[config.mk]
export PLATFORM = sky130hd
export DESIGN_NAME = crd_command_decoder
export DESIGN_NICKNAME = d
export VERILOG_FILES = /design/src/logic/crd_pkg.sv /design/src/logic/crd_command_decoder.sv
export VERILOG_INCLUDE_DIRS = /design/src /design/src/logic
export SDC_FILE = /design/constraint.sdc
export NUM_CORES = 1
export LEC_CHECK = 0
export ABC_CLOCK_PERIOD_IN_PS = 11020
export BUFFER_PORTS_ARGS = -buffer_cell sky130_fd_sc_hd__buf_2
export CAP_MARGIN = 20
export CORE_ASPECT_RATIO = 0.5
export CORE_UTILIZATION = 44
export DETAILED_ROUTE_END_ITERATION = 10
export SLEW_MARGIN = 20
export SYNTH_ARGS = -nofsm -noshare
export SYNTH_HDL_FRONTEND = slang
export SYNTH_SLANG_ARGS = --single-unit
[constraint.sdc]
create_clock -name clk -period 11.02 [get_ports clk]
set_input_delay 0.551 -clock clk [delete_from_list [all_inputs] [get_ports clk]]
set_output_delay 0.551 -clock clk [all_outputs]
set_load 0.05 [all_outputs]
[src/logic/crd_cfg.svh]
// Constants for the command decoder: field codes, addresses and register layout
`ifndef CRD_CFG_SVH
`define CRD_CFG_SVH
`define CRD_CMD_READ 4'h0
`define CRD_CMD_WRITE 4'h8
`define CRD_CMD_ENTER 4'hB
`define CRD_GLOBAL_ADDR 4'h0
`define CRD_NODE_ADDR_IDX 8'h11
`define CRD_COLLECT_IDX 8'h12
`define CRD_FILE_BASE 8'h10
`define CRD_FILE_DEPTH 16
`define CRD_NODE_ADDR_RST 4'h0
`define CRD_FILE_RST 8'h00
`endif

[src/logic/crd_pkg.sv]
// Types for the command decoder
package crd_pkg;
    typedef struct packed {
        logic [3:0] nodeAddr;
        logic [3:0] cmd;
        logic [7:0] index;
        logic [7:0] data;
    } crd_cmd_s;
    typedef struct packed {
        logic [3:0] nodeAddr;
        logic [3:0] cmd;
        logic [7:0] dataHi;
        logic [7:0] dataLo;
    } crd_rsp_s;
endpackage

[src/logic/crd_command_decoder.sv]
// Command-and-response frame decoder with a small local register file
// How it works
// - Code 0000 requests a register read; response echoes 0000.
// - Read answered only when target node address equals stored node address.
// - Reads to other addresses, broadcast included, are dropped without response.
// - Read of an unreadable index still responds with zero data; for 0x0F the upper byte holds register 0x10.
// - Response upper byte holds register index+1, lower byte register index.
// - Response address field carries the stored node address.
// - Matching write is performed and then answered.
// - Non-matching or broadcast writes dropped, except broadcast node address write.
// - Write to an unwritable index responds with zero data.
// - Code 1000 is a write; response echoes 1000.
// - Broadcast node address write accepted only while stored address is 0000.
// - Broadcast enter-collection sets enable bit and sends no response.
`timescale 1ns/1ps
`include "crd_cfg.svh"
module crd_command_decoder
    import crd_pkg::*;
(
    input wire logic clk, // 100 MHz clock
    input wire logic rst, // Synchronous reset, active high
    input wire logic cmdValid, // One-cycle strobe, frame checked upstream
    input wire crd_cmd_s cmdFrame, // Decoded command fields
    output logic rspValid, // One-cycle strobe, response fields ready
    output crd_rsp_s rspFrame, // Response fields
    output logic [3:0] nodeAddr, // Stored node address
    output logic collectEnable // Periodic collection enable bit
);
    // ==========================================================
    // Register file
    // Index 0x10..0x1F live here; 0x11 is the node address, 0x12 holds
    // the collection enable in bit 0. The rest are plain read/write bytes.
    logic [7:0] file_q [`CRD_FILE_DEPTH];
    logic [7:0] file_d [`CRD_FILE_DEPTH];
    crd_rsp_s rsp_q, rsp_d;
    logic rspValid_q, rspValid_d;

    function automatic logic inFile(input logic [7:0] idx);
        return (idx & 8'hF0) == `CRD_FILE_BASE;
    endfunction

    // Slot within the file; only meaningful once inFile has said yes
    function automatic logic [3:0] slotOf(input logic [7:0] idx);
        return idx[3:0];
    endfunction

    // Reads outside the file return zero
    function automatic logic [7:0] readByte(input logic [7:0] idx,
                                            input logic [7:0] f [`CRD_FILE_DEPTH]);
        return inFile(idx) ? f[idx[3:0]] : `CRD_FILE_RST;
    endfunction

    logic [3:0] storedAddr;
    logic addrMatch, isGlobal, doWrite, doRead, doEnter, answer;
    logic [7:0] nextIdx;

    assign storedAddr = file_q[slotOf(`CRD_NODE_ADDR_IDX)][3:0];
    assign addrMatch = cmdFrame.nodeAddr == storedAddr;
    assign isGlobal = cmdFrame.nodeAddr == `CRD_GLOBAL_ADDR;
    assign nextIdx = cmdFrame.index + 8'h01;

    // ==========================================================
    // Decode
    always_comb begin
        doRead = 1'b0;
        doWrite = 1'b0;
        doEnter = 1'b0;
        answer = 1'b0;
        if (cmdValid) begin
            unique case (cmdFrame.cmd)
                `CRD_CMD_READ: begin
                    // Broadcast address never answers a read, even when stored is 0000
                    doRead = addrMatch && !isGlobal;
                    answer = doRead;
                end
                `CRD_CMD_WRITE: begin
                    doWrite = (addrMatch && !isGlobal)
                        || (isGlobal && storedAddr == `CRD_GLOBAL_ADDR
                            && cmdFrame.index == `CRD_NODE_ADDR_IDX);
                    answer = doWrite;
                end
                `CRD_CMD_ENTER: begin
                    doEnter = addrMatch || isGlobal;
                    answer = addrMatch && !isGlobal;
                end
                default: ;
            endcase
        end
    end

    // ==========================================================
    // Register file update
    always_comb begin
        for (int i = 0; i < `CRD_FILE_DEPTH; i++) begin
            file_d[i] = file_q[i];
        end
        if (doWrite && inFile(cmdFrame.index)) begin
            file_d[slotOf(cmdFrame.index)] = cmdFrame.data;
            if (cmdFrame.index == `CRD_NODE_ADDR_IDX) begin
                // Upper nibble kept clear so the stored address compares cleanly
                file_d[slotOf(cmdFrame.index)] = {4'h0, cmdFrame.data[3:0]};
            end
        end
        // Enter sets the bit in the same slot that a later write may clear
        if (doEnter) begin
            file_d[slotOf(`CRD_COLLECT_IDX)][0] = 1'b1;
        end
    end

    always_ff @(posedge clk) begin
        if (rst) begin
            for (int i = 0; i < `CRD_FILE_DEPTH; i++) begin
                file_q[i] <= `CRD_FILE_RST;
            end
        end else begin
            file_q <= file_d;
        end
    end

    // ==========================================================
    // Response build
    // Data is read from the next file state, so a write answers with the
    // value it just stored and a broadcast assignment echoes the new address.
    always_comb begin
        rspValid_d = answer;
        rsp_d = rsp_q;
        if (answer) begin
            rsp_d.nodeAddr = file_d[slotOf(`CRD_NODE_ADDR_IDX)][3:0];
            rsp_d.cmd = cmdFrame.cmd;
            if (doWrite && !inFile(cmdFrame.index)) begin
                rsp_d.dataHi = 8'h00;
                rsp_d.dataLo = 8'h00;
            end else if (doEnter) begin
                rsp_d.dataHi = 8'h00;
                rsp_d.dataLo = 8'h00;
            end else begin
                rsp_d.dataHi = readByte(nextIdx, file_d);
                rsp_d.dataLo = readByte(cmdFrame.index, file_d);
            end
        end
    end

    // Frame holds between answers; only the strobe drops back
    always_ff @(posedge clk) begin
        if (rst) begin
            rsp_q <= '0;
            rspValid_q <= 1'b0;
        end else begin
            rsp_q <= rsp_d;
            rspValid_q <= rspValid_d;
        end
    end

    assign rspValid = rspValid_q;
    assign rspFrame = rsp_q;
    assign nodeAddr = storedAddr;
    assign collectEnable = file_q[slotOf(`CRD_COLLECT_IDX)][0];

    // ==========================================================
    // Checks
    read_echo_a: assert property (@(posedge clk) disable iff (rst)
        cmdValid && cmdFrame.cmd == 4'h0 && addrMatch && !isGlobal
        |=> rspValid && rspFrame.cmd == 4'h0)
        else $error("read not echoed");
    read_drop_a: assert property (@(posedge clk) disable iff (rst)
        cmdValid && cmdFrame.cmd == 4'h0 && !addrMatch |=> !rspValid)
        else $error("read to other node answered");
    global_read_a: assert property (@(posedge clk) disable iff (rst)
        cmdValid && cmdFrame.cmd == 4'h0 && isGlobal |=> !rspValid)
        else $error("broadcast read answered");
    zero_read_a: assert property (@(posedge clk) disable iff (rst)
        cmdValid && cmdFrame.cmd == 4'h0 && addrMatch && !isGlobal
        && cmdFrame.index[7:4] != 4'h1 |=> rspFrame.dataLo == 8'h00)
        else $error("unreadable read not zero");
    resp_addr_a: assert property (@(posedge clk) disable iff (rst)
        rspValid |-> rspFrame.nodeAddr == nodeAddr)
        else $error("response address wrong");
    write_back_a: assert property (@(posedge clk) disable iff (rst)
        cmdValid && cmdFrame.cmd == 4'h8 && addrMatch && !isGlobal
        && cmdFrame.index == 8'h13 |=> rspValid && rspFrame.dataLo == $past(cmdFrame.data))
        else $error("write not read back");
    write_drop_a: assert property (@(posedge clk) disable iff (rst)
        cmdValid && cmdFrame.cmd == 4'h8 && !addrMatch && !isGlobal
        |=> !rspValid && $stable(nodeAddr))
        else $error("foreign write acted");
    global_enter_a: assert property (@(posedge clk) disable iff (rst)
        cmdValid && cmdFrame.cmd == 4'hB && isGlobal |=> collectEnable && !rspValid)
        else $error("broadcast enter wrong");
    other_code_a: assert property (@(posedge clk) disable iff (rst)
        cmdValid && cmdFrame.cmd != 4'h0 && cmdFrame.cmd != 4'h8 && cmdFrame.cmd != 4'hB
        |=> !rspValid && $stable(nodeAddr) && $stable(collectEnable))
        else $error("unknown code acted");
    write_echo_a: assert property (@(posedge clk) disable iff (rst)
        cmdValid && cmdFrame.cmd == `CRD_CMD_WRITE && addrMatch && !isGlobal
        |=> rspValid && rspFrame.cmd == `CRD_CMD_WRITE)
        else $error("write not echoed");
    zero_write_a: assert property (@(posedge clk) disable iff (rst)
        cmdValid && cmdFrame.cmd == `CRD_CMD_WRITE && addrMatch && !isGlobal
        && cmdFrame.index[7:4] != 4'h1
        |=> rspValid && rspFrame.dataHi == 8'h00 && rspFrame.dataLo == 8'h00)
        else $error("unwritable write not zero");
    assign_echo_a: assert property (@(posedge clk) disable iff (rst)
        cmdValid && cmdFrame.cmd == `CRD_CMD_WRITE && isGlobal
        && storedAddr == `CRD_GLOBAL_ADDR && cmdFrame.index == `CRD_NODE_ADDR_IDX
        |=> rspValid && rspFrame.dataLo == (8'h0F & $past(cmdFrame.data)))
        else $error("broadcast assignment not answered");
    late_assign_a: assert property (@(posedge clk) disable iff (rst)
        cmdValid && cmdFrame.cmd == `CRD_CMD_WRITE && isGlobal
        && storedAddr != `CRD_GLOBAL_ADDR && cmdFrame.index == `CRD_NODE_ADDR_IDX
        |=> !rspValid && $stable(nodeAddr))
        else $error("late broadcast assignment accepted");
    node_enter_a: assert property (@(posedge clk) disable iff (rst)
        cmdValid && cmdFrame.cmd == `CRD_CMD_ENTER && addrMatch && !isGlobal
        |=> collectEnable && rspValid && rspFrame.cmd == `CRD_CMD_ENTER)
        else $error("addressed enter wrong");
    foreign_enter_a: assert property (@(posedge clk) disable iff (rst)
        cmdValid && cmdFrame.cmd == `CRD_CMD_ENTER && !addrMatch && !isGlobal
        |=> !rspValid && $stable(collectEnable))
        else $error("foreign enter acted");
    cover_read_c: cover property (@(posedge clk) rspValid && rspFrame.cmd == 4'h0);
    cover_write_c: cover property (@(posedge clk) rspValid && rspFrame.cmd == 4'h8);
    cover_assign_c: cover property (@(posedge clk) $rose(nodeAddr != 4'h0));
    cover_enter_c: cover property (@(posedge clk) $rose(collectEnable));
endmodule // crd_command_decoder

==> results.sh, run 1 <==
export IMPL_dieArea_sq_mm=0.02113
export IMPL_layout_drive_gt1_share_pct=14.51
export IMPL_antenna_found_initial=1
export IMPL_cp_slowest_stage_delay_ns=0.94
export IMPL_hold_buffers=0
export IMPL_power_leakage_nw=3.757
export IMPL_end_kind="register"
export IMPL_final_setup_viol_count=0
export IMPL_synth_area_top_cells="dfxtp_1, mux2i_1, nor2_1"
export IMPL_finalClockSkew_ns=0.008267
export IMPL_clk_latency_ns=0.46
export IMPL_finalCritPeriodShare_pct=49.03
export IMPL_min_period_ns=5.403
export IMPL_crit_family="compound AO/OA/AOI/OAI gates"
export IMPL_gp_congestion=0.9525
export IMPL_grt_max_degree=83
export IMPL_max_cap_viol_count=0
export IMPL_fin_area_sq_mm=0.009982
export IMPL_htree_levels=4
export IMPL_tns_ns=0
export IMPL_synth_common_cells="nor2_1, dfxtp_1, nand2_1, mux2i_1, a21oi_1"
export IMPL_grt_pass1_vias=8652
export IMPL_syn_area_sq_mm=0.009030
export IMPL_clockBufferDepth=2
export IMPL_globalRouteTotalUtil_pct=40.82
export IMPL_synthesis_nets=1154
export IMPL_syn2layout_area_growth_pct=10.54
export IMPL_synth_ff_type="dfxtp_1"
export IMPL_ys_async_sr_fraction_pct=0
export IMPL_hpwl_um=30180
export IMPL_vdd_drop_max_mv=0.1006
export IMPL_hold_depth=3
export IMPL_cp_arrival_ns=5.79
export IMPL_crit_type="input port to register"
export IMPL_port_buffers=56
export IMPL_rows=36
export IMPL_dr_pass1_iters=5
export IMPL_worst_path_stages=14
export IMPL_p_sw_share_pct=29.49
export IMPL_stdcell_count=1404
export IMPL_ys_seq_area_share_pct=33.92
export IMPL_yosys_cell_types_count=92
export IMPL_power_density_mw_per_mm2=133.2
export IMPL_dpl_cell_area_sq_mm=0.009387
export IMPL_grtUsageMet1_pct=56.80
export IMPL_top_usage_layer="met1"
export IMPL_hold_violations=0
export IMPL_die_w_um=204.6
export IMPL_synth_top_area_share_pct=33.92
export IMPL_power_switching_w=0.0003922
export IMPL_postCtsSetupBuffers=0
export IMPL_numCtsBuffers=17
export IMPL_crit_top_cell="buf_4"
export IMPL_rrSetupSlack_ns=6.51
export IMPL_start_util_pct=45.67
export IMPL_setup_worst_path_start_class="input port"
export IMPL_grt_overflow=0
export IMPL_cpMaxStageDelayCell="nor3b_2"
export IMPL_max_slew_margin_rel_pct=25.97
export IMPL_path_clk_slew_ns=0.06
export IMPL_cp_data_required_time_ns=11.41
export IMPL_vias=9514
export IMPL_n_fill_cell=1980
export IMPL_ys_warn_count=0
export IMPL_synth_edf_count=0
export IMPL_dp_cells=1372
export IMPL_p_seq_share_pct=41.6
export IMPL_cts_tree="yes"
export IMPL_grt_setup_unrepaired="false"
export IMPL_syn_inst=1123
export IMPL_drt_initial_drc_count=1284
export IMPL_avgSynthCellArea_sq_um=8.041
export IMPL_r2r_cells=9
export IMPL_crit_fanout=27
export IMPL_drt_total_wl_um=42190
export IMPL_met2_usage_pct=55.98
export IMPL_internal_power_w=0.0009376
export IMPL_combPwrFrac_pct=12.2
export IMPL_synth_top_area_cell="dfxtp_1"
export IMPL_wl_per_cell_um=30.05
export IMPL_cts_sinks=153
export IMPL_ys_ff_latch=153
export IMPL_die_h_um=103.3
export IMPL_ctsResizeCount=0
export IMPL_via_per_inst=6.776
export IMPL_hp_class="input port to register"
export IMPL_cp_num_buf_inv=4
export IMPL_tightestPinTransition_ns=1.106
export IMPL_slew_violations=0
export IMPL_synth_most_common_cell="nor2_1"
export IMPL_worstPathCellList="buf_2, buf_4, clkinv_1, buf_4, ha_1, nor3b_2, nand4_1, o22a_1, a2111oi_4, nand2_2, a2111oi_0, a41oi_1, and3_1, nor3_2"
export IMPL_clockRootBuffer="clkbuf_16"
export IMPL_timing_fmax_mhz=185.1
export IMPL_met3_usage_pct=17.42
export IMPL_ant_nets=0
export IMPL_grt_pass1_wl_um=60320
export IMPL_final_nets=1156
export IMPL_pin_count=57
export IMPL_core_sq_mm=0.01977
export IMPL_drcViolationCount=0
export IMPL_pwr_share_clk_pct=46.2
export IMPL_status="completed"
==> sequential cells by signal, summed over array words and instances, names as in the netlist <==
signal and count:
collectEnable 1, file_q 123, nodeAddr 4, rspFrame 24
rspValid 1
==> power groups by stage <==
stage / Combinational, W / Sequential (W) / Clock [W]
2_1_floorplan: 0.0000892 / 0.000566 / 0
3_3_place_gp: 0.000156 / 0.000565 / 0
3_5_place_dp: 0.000154 / 0.000566 / 0
4_1_cts: 0.000155 / 0.000553 / 0.000614
5_1_grt: 0.000166 / 0.000553 / 0.000641
6_report: 0.000163 / 0.000553 / 0.000614
==> placed cells by master, fill, tap and decap left out, drive strengths merged, types with 8 or more instances in the layout <==
master   count
a2111oi      8
nand3       55
clkbuf      19
and3        12
inv         14
o22ai        8
nor2       173
a31oi       16
dfxtp      153
nor3        52
or3         10
a21oi       75
mux2i       79
mux2         9
o21ai       51
nor2b       27
a211oi      16
o2111ai      8
nand4       11
o211ai      12
buf         75
nand2      113
and2        13
==> area by class of cell <==
class / count / area, sq um / area share (%)
multi-input cells: 866 / 5520 / 55.30
clock buffers: 19 / 452.9 / 4.537
well taps: 266 / 332.8 / 3.334
repair buffers: 75 / 425.4 / 4.262
flip-flops and latches: 153 / 3063 / 30.68
clock inverters: 12 / 140.1 / 1.404
inverters: 12 / 45.04 / 0.4512
diodes: 1 / 2.502 / 0.02507
==> cell families after synthesis <==
group	after synthesis	synth area share, %
compound gates	273	21.31
xor+xnor	8	0.7760
fa+ha+maj	4	0.5543
buf+inv	104	5.113
flops	153	33.92
mux	94	11.38
simple gates	487	26.95
==> metrics by stage <==
| stage | utilization [%] | setup slack (ns) | hold WS, ns | total power [W] |
|---|---|---|---|---|
| 2_1_floorplan | - | 6.965 | 0.4296 | 0.0006552 |
| 3_3_place_gp | 47.47 | 5.601 | 0.4376 | 0.0007214 |
| 3_5_place_dp | 47.47 | 5.437 | 0.4406 | 0.0007196 |
| 4_1_cts | 50.47 | 5.878 | 0.4158 | 0.001322 |
| 5_1_grt | 50.47 | 5.472 | 0.4369 | 0.001359 |
| 6_report | 50.48 | 5.617 | 0.4288 | 0.001330 |
==> worst min-delay path, cell delays in order <==
cell     delay (ns)
buf_2          0.16
nand2_1        0.07
a21oi_1        0.05
==> worst paths after layout <==
path	end	start
min reg2reg	rspFrame[19]	rspFrame[19]
max reg2reg	rspFrame[5]	nodeAddr[2]
min	rspFrame[19]	cmdFrame[19]
max	rspFrame[9]	cmdFrame[9]
==> routing by layer <==
layer / share of wire (%) / vias up
met4: 2.4 / 2
met1: 45 / 4704
li1: - / 4106
met5: 0.019 / -
met3: 14 / 81
met2: 39 / 621
Power figures use the tool's default switching activity.
==> run 2: changes to the inputs <==
--- a/config.mk
+++ b/config.mk
@@ -6,7 +6,8 @@
 export SDC_FILE = /design/constraint.sdc
 export NUM_CORES = 1
 export LEC_CHECK = 0
-export ABC_CLOCK_PERIOD_IN_PS = 11020
+export ABC_AREA = 1
+export ABC_CLOCK_PERIOD_IN_PS = 4820
 export BUFFER_PORTS_ARGS = -buffer_cell sky130_fd_sc_hd__buf_2
 export CAP_MARGIN = 20
 export CORE_ASPECT_RATIO = 0.5
==> constraint.sdc (replaced) <==
create_clock -name clk -period 4.82 [get_ports clk]
set_input_delay 0.241 -clock clk [delete_from_list [all_inputs] [get_ports clk]]
set_output_delay 0.241 -clock clk [all_outputs]
set_load 0.05 [all_outputs]
==> run 2 against run 1 <==
  * Global-route usage shrank 8.5 points
  * Wire length shrank 6.6%
  * Utilization down 0.66 points
  * Design area rose by 16%
  * Power rose by 130%
  * Synthesized cell count up 69%
  * Register-to-register slack worse by 5.1 ns
  * Largest power group unchanged
==> results.sh, run 2 <==
export IMPL_status="completed"
export IMPL_die_h_um=111.9
export IMPL_r2r_start="nodeAddr[2]"
export IMPL_r2r_end="rspFrame[7]"
export IMPL_layout_common_cells="nand2_1, nand3_1, inv_1"
export IMPL_antenna_found_initial=1
export IMPL_seqCellArea_sq_mm=0.003063
export IMPL_r2r_cells=15
export IMPL_synth_most_common_cell="nand2_1"
export IMPL_finalCritPeriodShare_pct=71.12
export IMPL_cp_startpoint="nodeAddr[2]"
export IMPL_avgSynthCellArea_sq_um=5.589
export IMPL_hpwl_um=26190
export IMPL_multi_input_area_sq_mm=0.006265
export IMPL_hold_violations=0
export IMPL_finalClockSkew_ns=0.01144
export IMPL_diodes=0
export IMPL_ys_warn_count=0
export IMPL_synth_area_top_cells="dfxtp_1, nand2_1, nand3_1"
export IMPL_hp_class="input port to register"
export IMPL_dr_pass1_iters=6
export IMPL_worstHoldStart="cmdFrame[19]"
export IMPL_cts_tree="yes"
export IMPL_min_to="rspFrame[19]"
export IMPL_rrSetupSlack_ns=1.39
export IMPL_layout_drive_gt1_share_pct=6.947
export IMPL_grt_pass1_vias=10656
export IMPL_hold_buffers=0
export IMPL_cp_arrival_ns=3.81
export IMPL_ys_seq_area_share_pct=28.83
export IMPL_ys_async_sr_fraction_pct=0
export IMPL_grt_max_degree=126
export IMPL_power_density_mw_per_mm2=261.1
export IMPL_max_cap_viol_count=0
export IMPL_ant_nets=0
export IMPL_cp_slowest_stage_delay_ns=0.60
export IMPL_syn2layout_area_growth_pct=8.914
export IMPL_crit_top_cell="nand2_1"
export IMPL_clockBufferDepth=2
export IMPL_wl_per_cell_um=17.86
export IMPL_max_slew_margin_rel_pct=42.60
export IMPL_vias=12032
export IMPL_via_per_inst=5.452
export IMPL_final_setup_viol_count=0
export IMPL_rows=39
export IMPL_synth_ff_type="dfxtp_1"
export IMPL_synth_edf_count=0
export IMPL_drcViolationCount=0
export IMPL_synth_top_area_share_pct=28.83
export IMPL_die_w_um=221.8
export IMPL_min_period_ns=3.428
export IMPL_cpMaxStageDelayCell="nor2_1"
export IMPL_syn_inst=1901
export IMPL_drt_total_wl_um=39410
export IMPL_top_register="file_q"
export IMPL_ctsResizeCount=0
export IMPL_setup_worst_path_start_class="register"
export IMPL_clk_latency_ns=0.46
export IMPL_largest_reg_flops=123
export IMPL_slew_violations=0
export IMPL_dp_cells=2175
export IMPL_crit_fanout=18
export IMPL_synth_top_area_cell="dfxtp_1"
export IMPL_grt_pass1_wl_um=61530
export IMPL_crit_type="register to register"
export IMPL_globalRouteTotalUtil_pct=32.34
export IMPL_grt_setup_unrepaired="false"
export IMPL_worstPathCellList="inv_1, nand2_1, nand2_1, nor2_1, nand2_1, a21boi_1, nand2_1, nand2_1, clkinv_1, buf_4, nor2_1, nand2_1, nor2_1, nand2_1, a21oi_1"
export IMPL_power_leakage_nw=5.537
export IMPL_gp_congestion=0.9452
export IMPL_dieArea_sq_mm=0.02481
export IMPL_hold_depth=3
export IMPL_n_fill_cell=2576
export IMPL_synthesis_nets=1932
export IMPL_grt_overflow=0
export IMPL_core_sq_mm=0.02323
export IMPL_htree_levels=4
export IMPL_final_nets=1918
export IMPL_layout_commonest_cell="nand2_1"
export IMPL_yosys_cell_types_count=32
export IMPL_end_kind="register"
export IMPL_timing_fmax_mhz=291.7
export IMPL_path_clk_slew_ns=0.07
export IMPL_ys_ff_latch=153
export IMPL_vdd_drop_max_mv=0.1852
export IMPL_pin_count=57
export IMPL_cts_sinks=153
export IMPL_fin_util_pct=49.82
export IMPL_drt_initial_drc_count=1462
export IMPL_tns_ns=0
export IMPL_cp_data_required_time_ns=5.20
export IMPL_postCtsSetupBuffers=0
export IMPL_start_util_pct=45.74
export IMPL_tightestPinTransition_ns=0.8578
export IMPL_syn_area_sq_mm=0.01063
export IMPL_port_buffers=56
export IMPL_clockRootBuffer="clkbuf_16"
export IMPL_synth_common_cells="nand2_1, nand3_1, inv_1, nor2_1, dfxtp_1"
export IMPL_stdcell_count=2207
export IMPL_numCtsBuffers=17
[run 2: through the flow]
stage / hold WS (ns) / total power [W] / area [sq um] / setup slack (ns)
after floorplan: 0.4003 / 0.001530 / 10630 / 2.119
after global placement: 0.4446 / 0.001678 / 11010 / 1.263
after detailed placement: 0.4480 / 0.001677 / 11010 / 1.220
after CTS: 0.08077 / 0.003021 / 11570 / 1.475
after global routing: 0.1183 / 0.003122 / 11570 / 1.012
final: 0.1009 / 0.003022 / 11570 / 1.392
[run 2: layer usage]
| layer | share of wire, % | wire, um | up-vias | global-route usage, % |
|---|---|---|---|---|
| met5 | 0 | 0 | - | 0 |
| met4 | 1.6 | 634 | 0 | 8.750 |
| met3 | 11 | 4483 | 45 | 7.522 |
| met2 | 40 | 15610 | 560 | 45.64 |
| met1 | 47 | 18690 | 5398 | 48.38 |
| li1 | - | - | 6029 | - |
[run 2: report_power, final]
part           total [W]  internal [W]  switching, W
clock            0.00136      0.000756      0.000602
sequential       0.00126       0.00126   0.000000389
combinational   0.000399     0.0000975      0.000302
total            0.00302       0.00212      0.000904
[run 2: final cells by class]
class / count / share of cell area, %
multi-input combinational: 1427 / 54.14
sequential: 153 / 26.47
inverter: 205 / 6.671
timing repair buffer: 83 / 4.541
clock buffer: 19 / 3.741
tap: 307 / 3.319
clock inverter: 13 / 1.124
[run 2: how the worst max path moves through the flow]
stage	end	slack, ns
6_report	rspFrame[7]	1.39
5_1_grt	rspFrame[7]	1.01
4_1_cts	rspFrame[7]	1.48
3_5_place_dp	rspFrame[7]	1.22
3_3_place_gp	rspFrame[7]	1.26
2_1_floorplan	rspFrame[5]	2.12
[run 2: critical path, delay by kind of cell, from the launching register on]
kind                   cells  cell delay (ns)
AND/OR/NAND/NOR           10             2.12
AO/OA/AOI/OAI              2             0.29
buffers and inverters      3             0.50
flip-flops                 1             0.43
[run 2: kinds of logic after synthesis]
group	count (synthesis)	share of synthesized area [%]
adders and majority gates	4	0.4711
xor gates and xnor gates	1	0.08245
DFF	153	28.83
and+or+nand+nor	1228	48.66
buffers and inverters	321	12.26
AOI/OAI and AO/OA	194	9.703
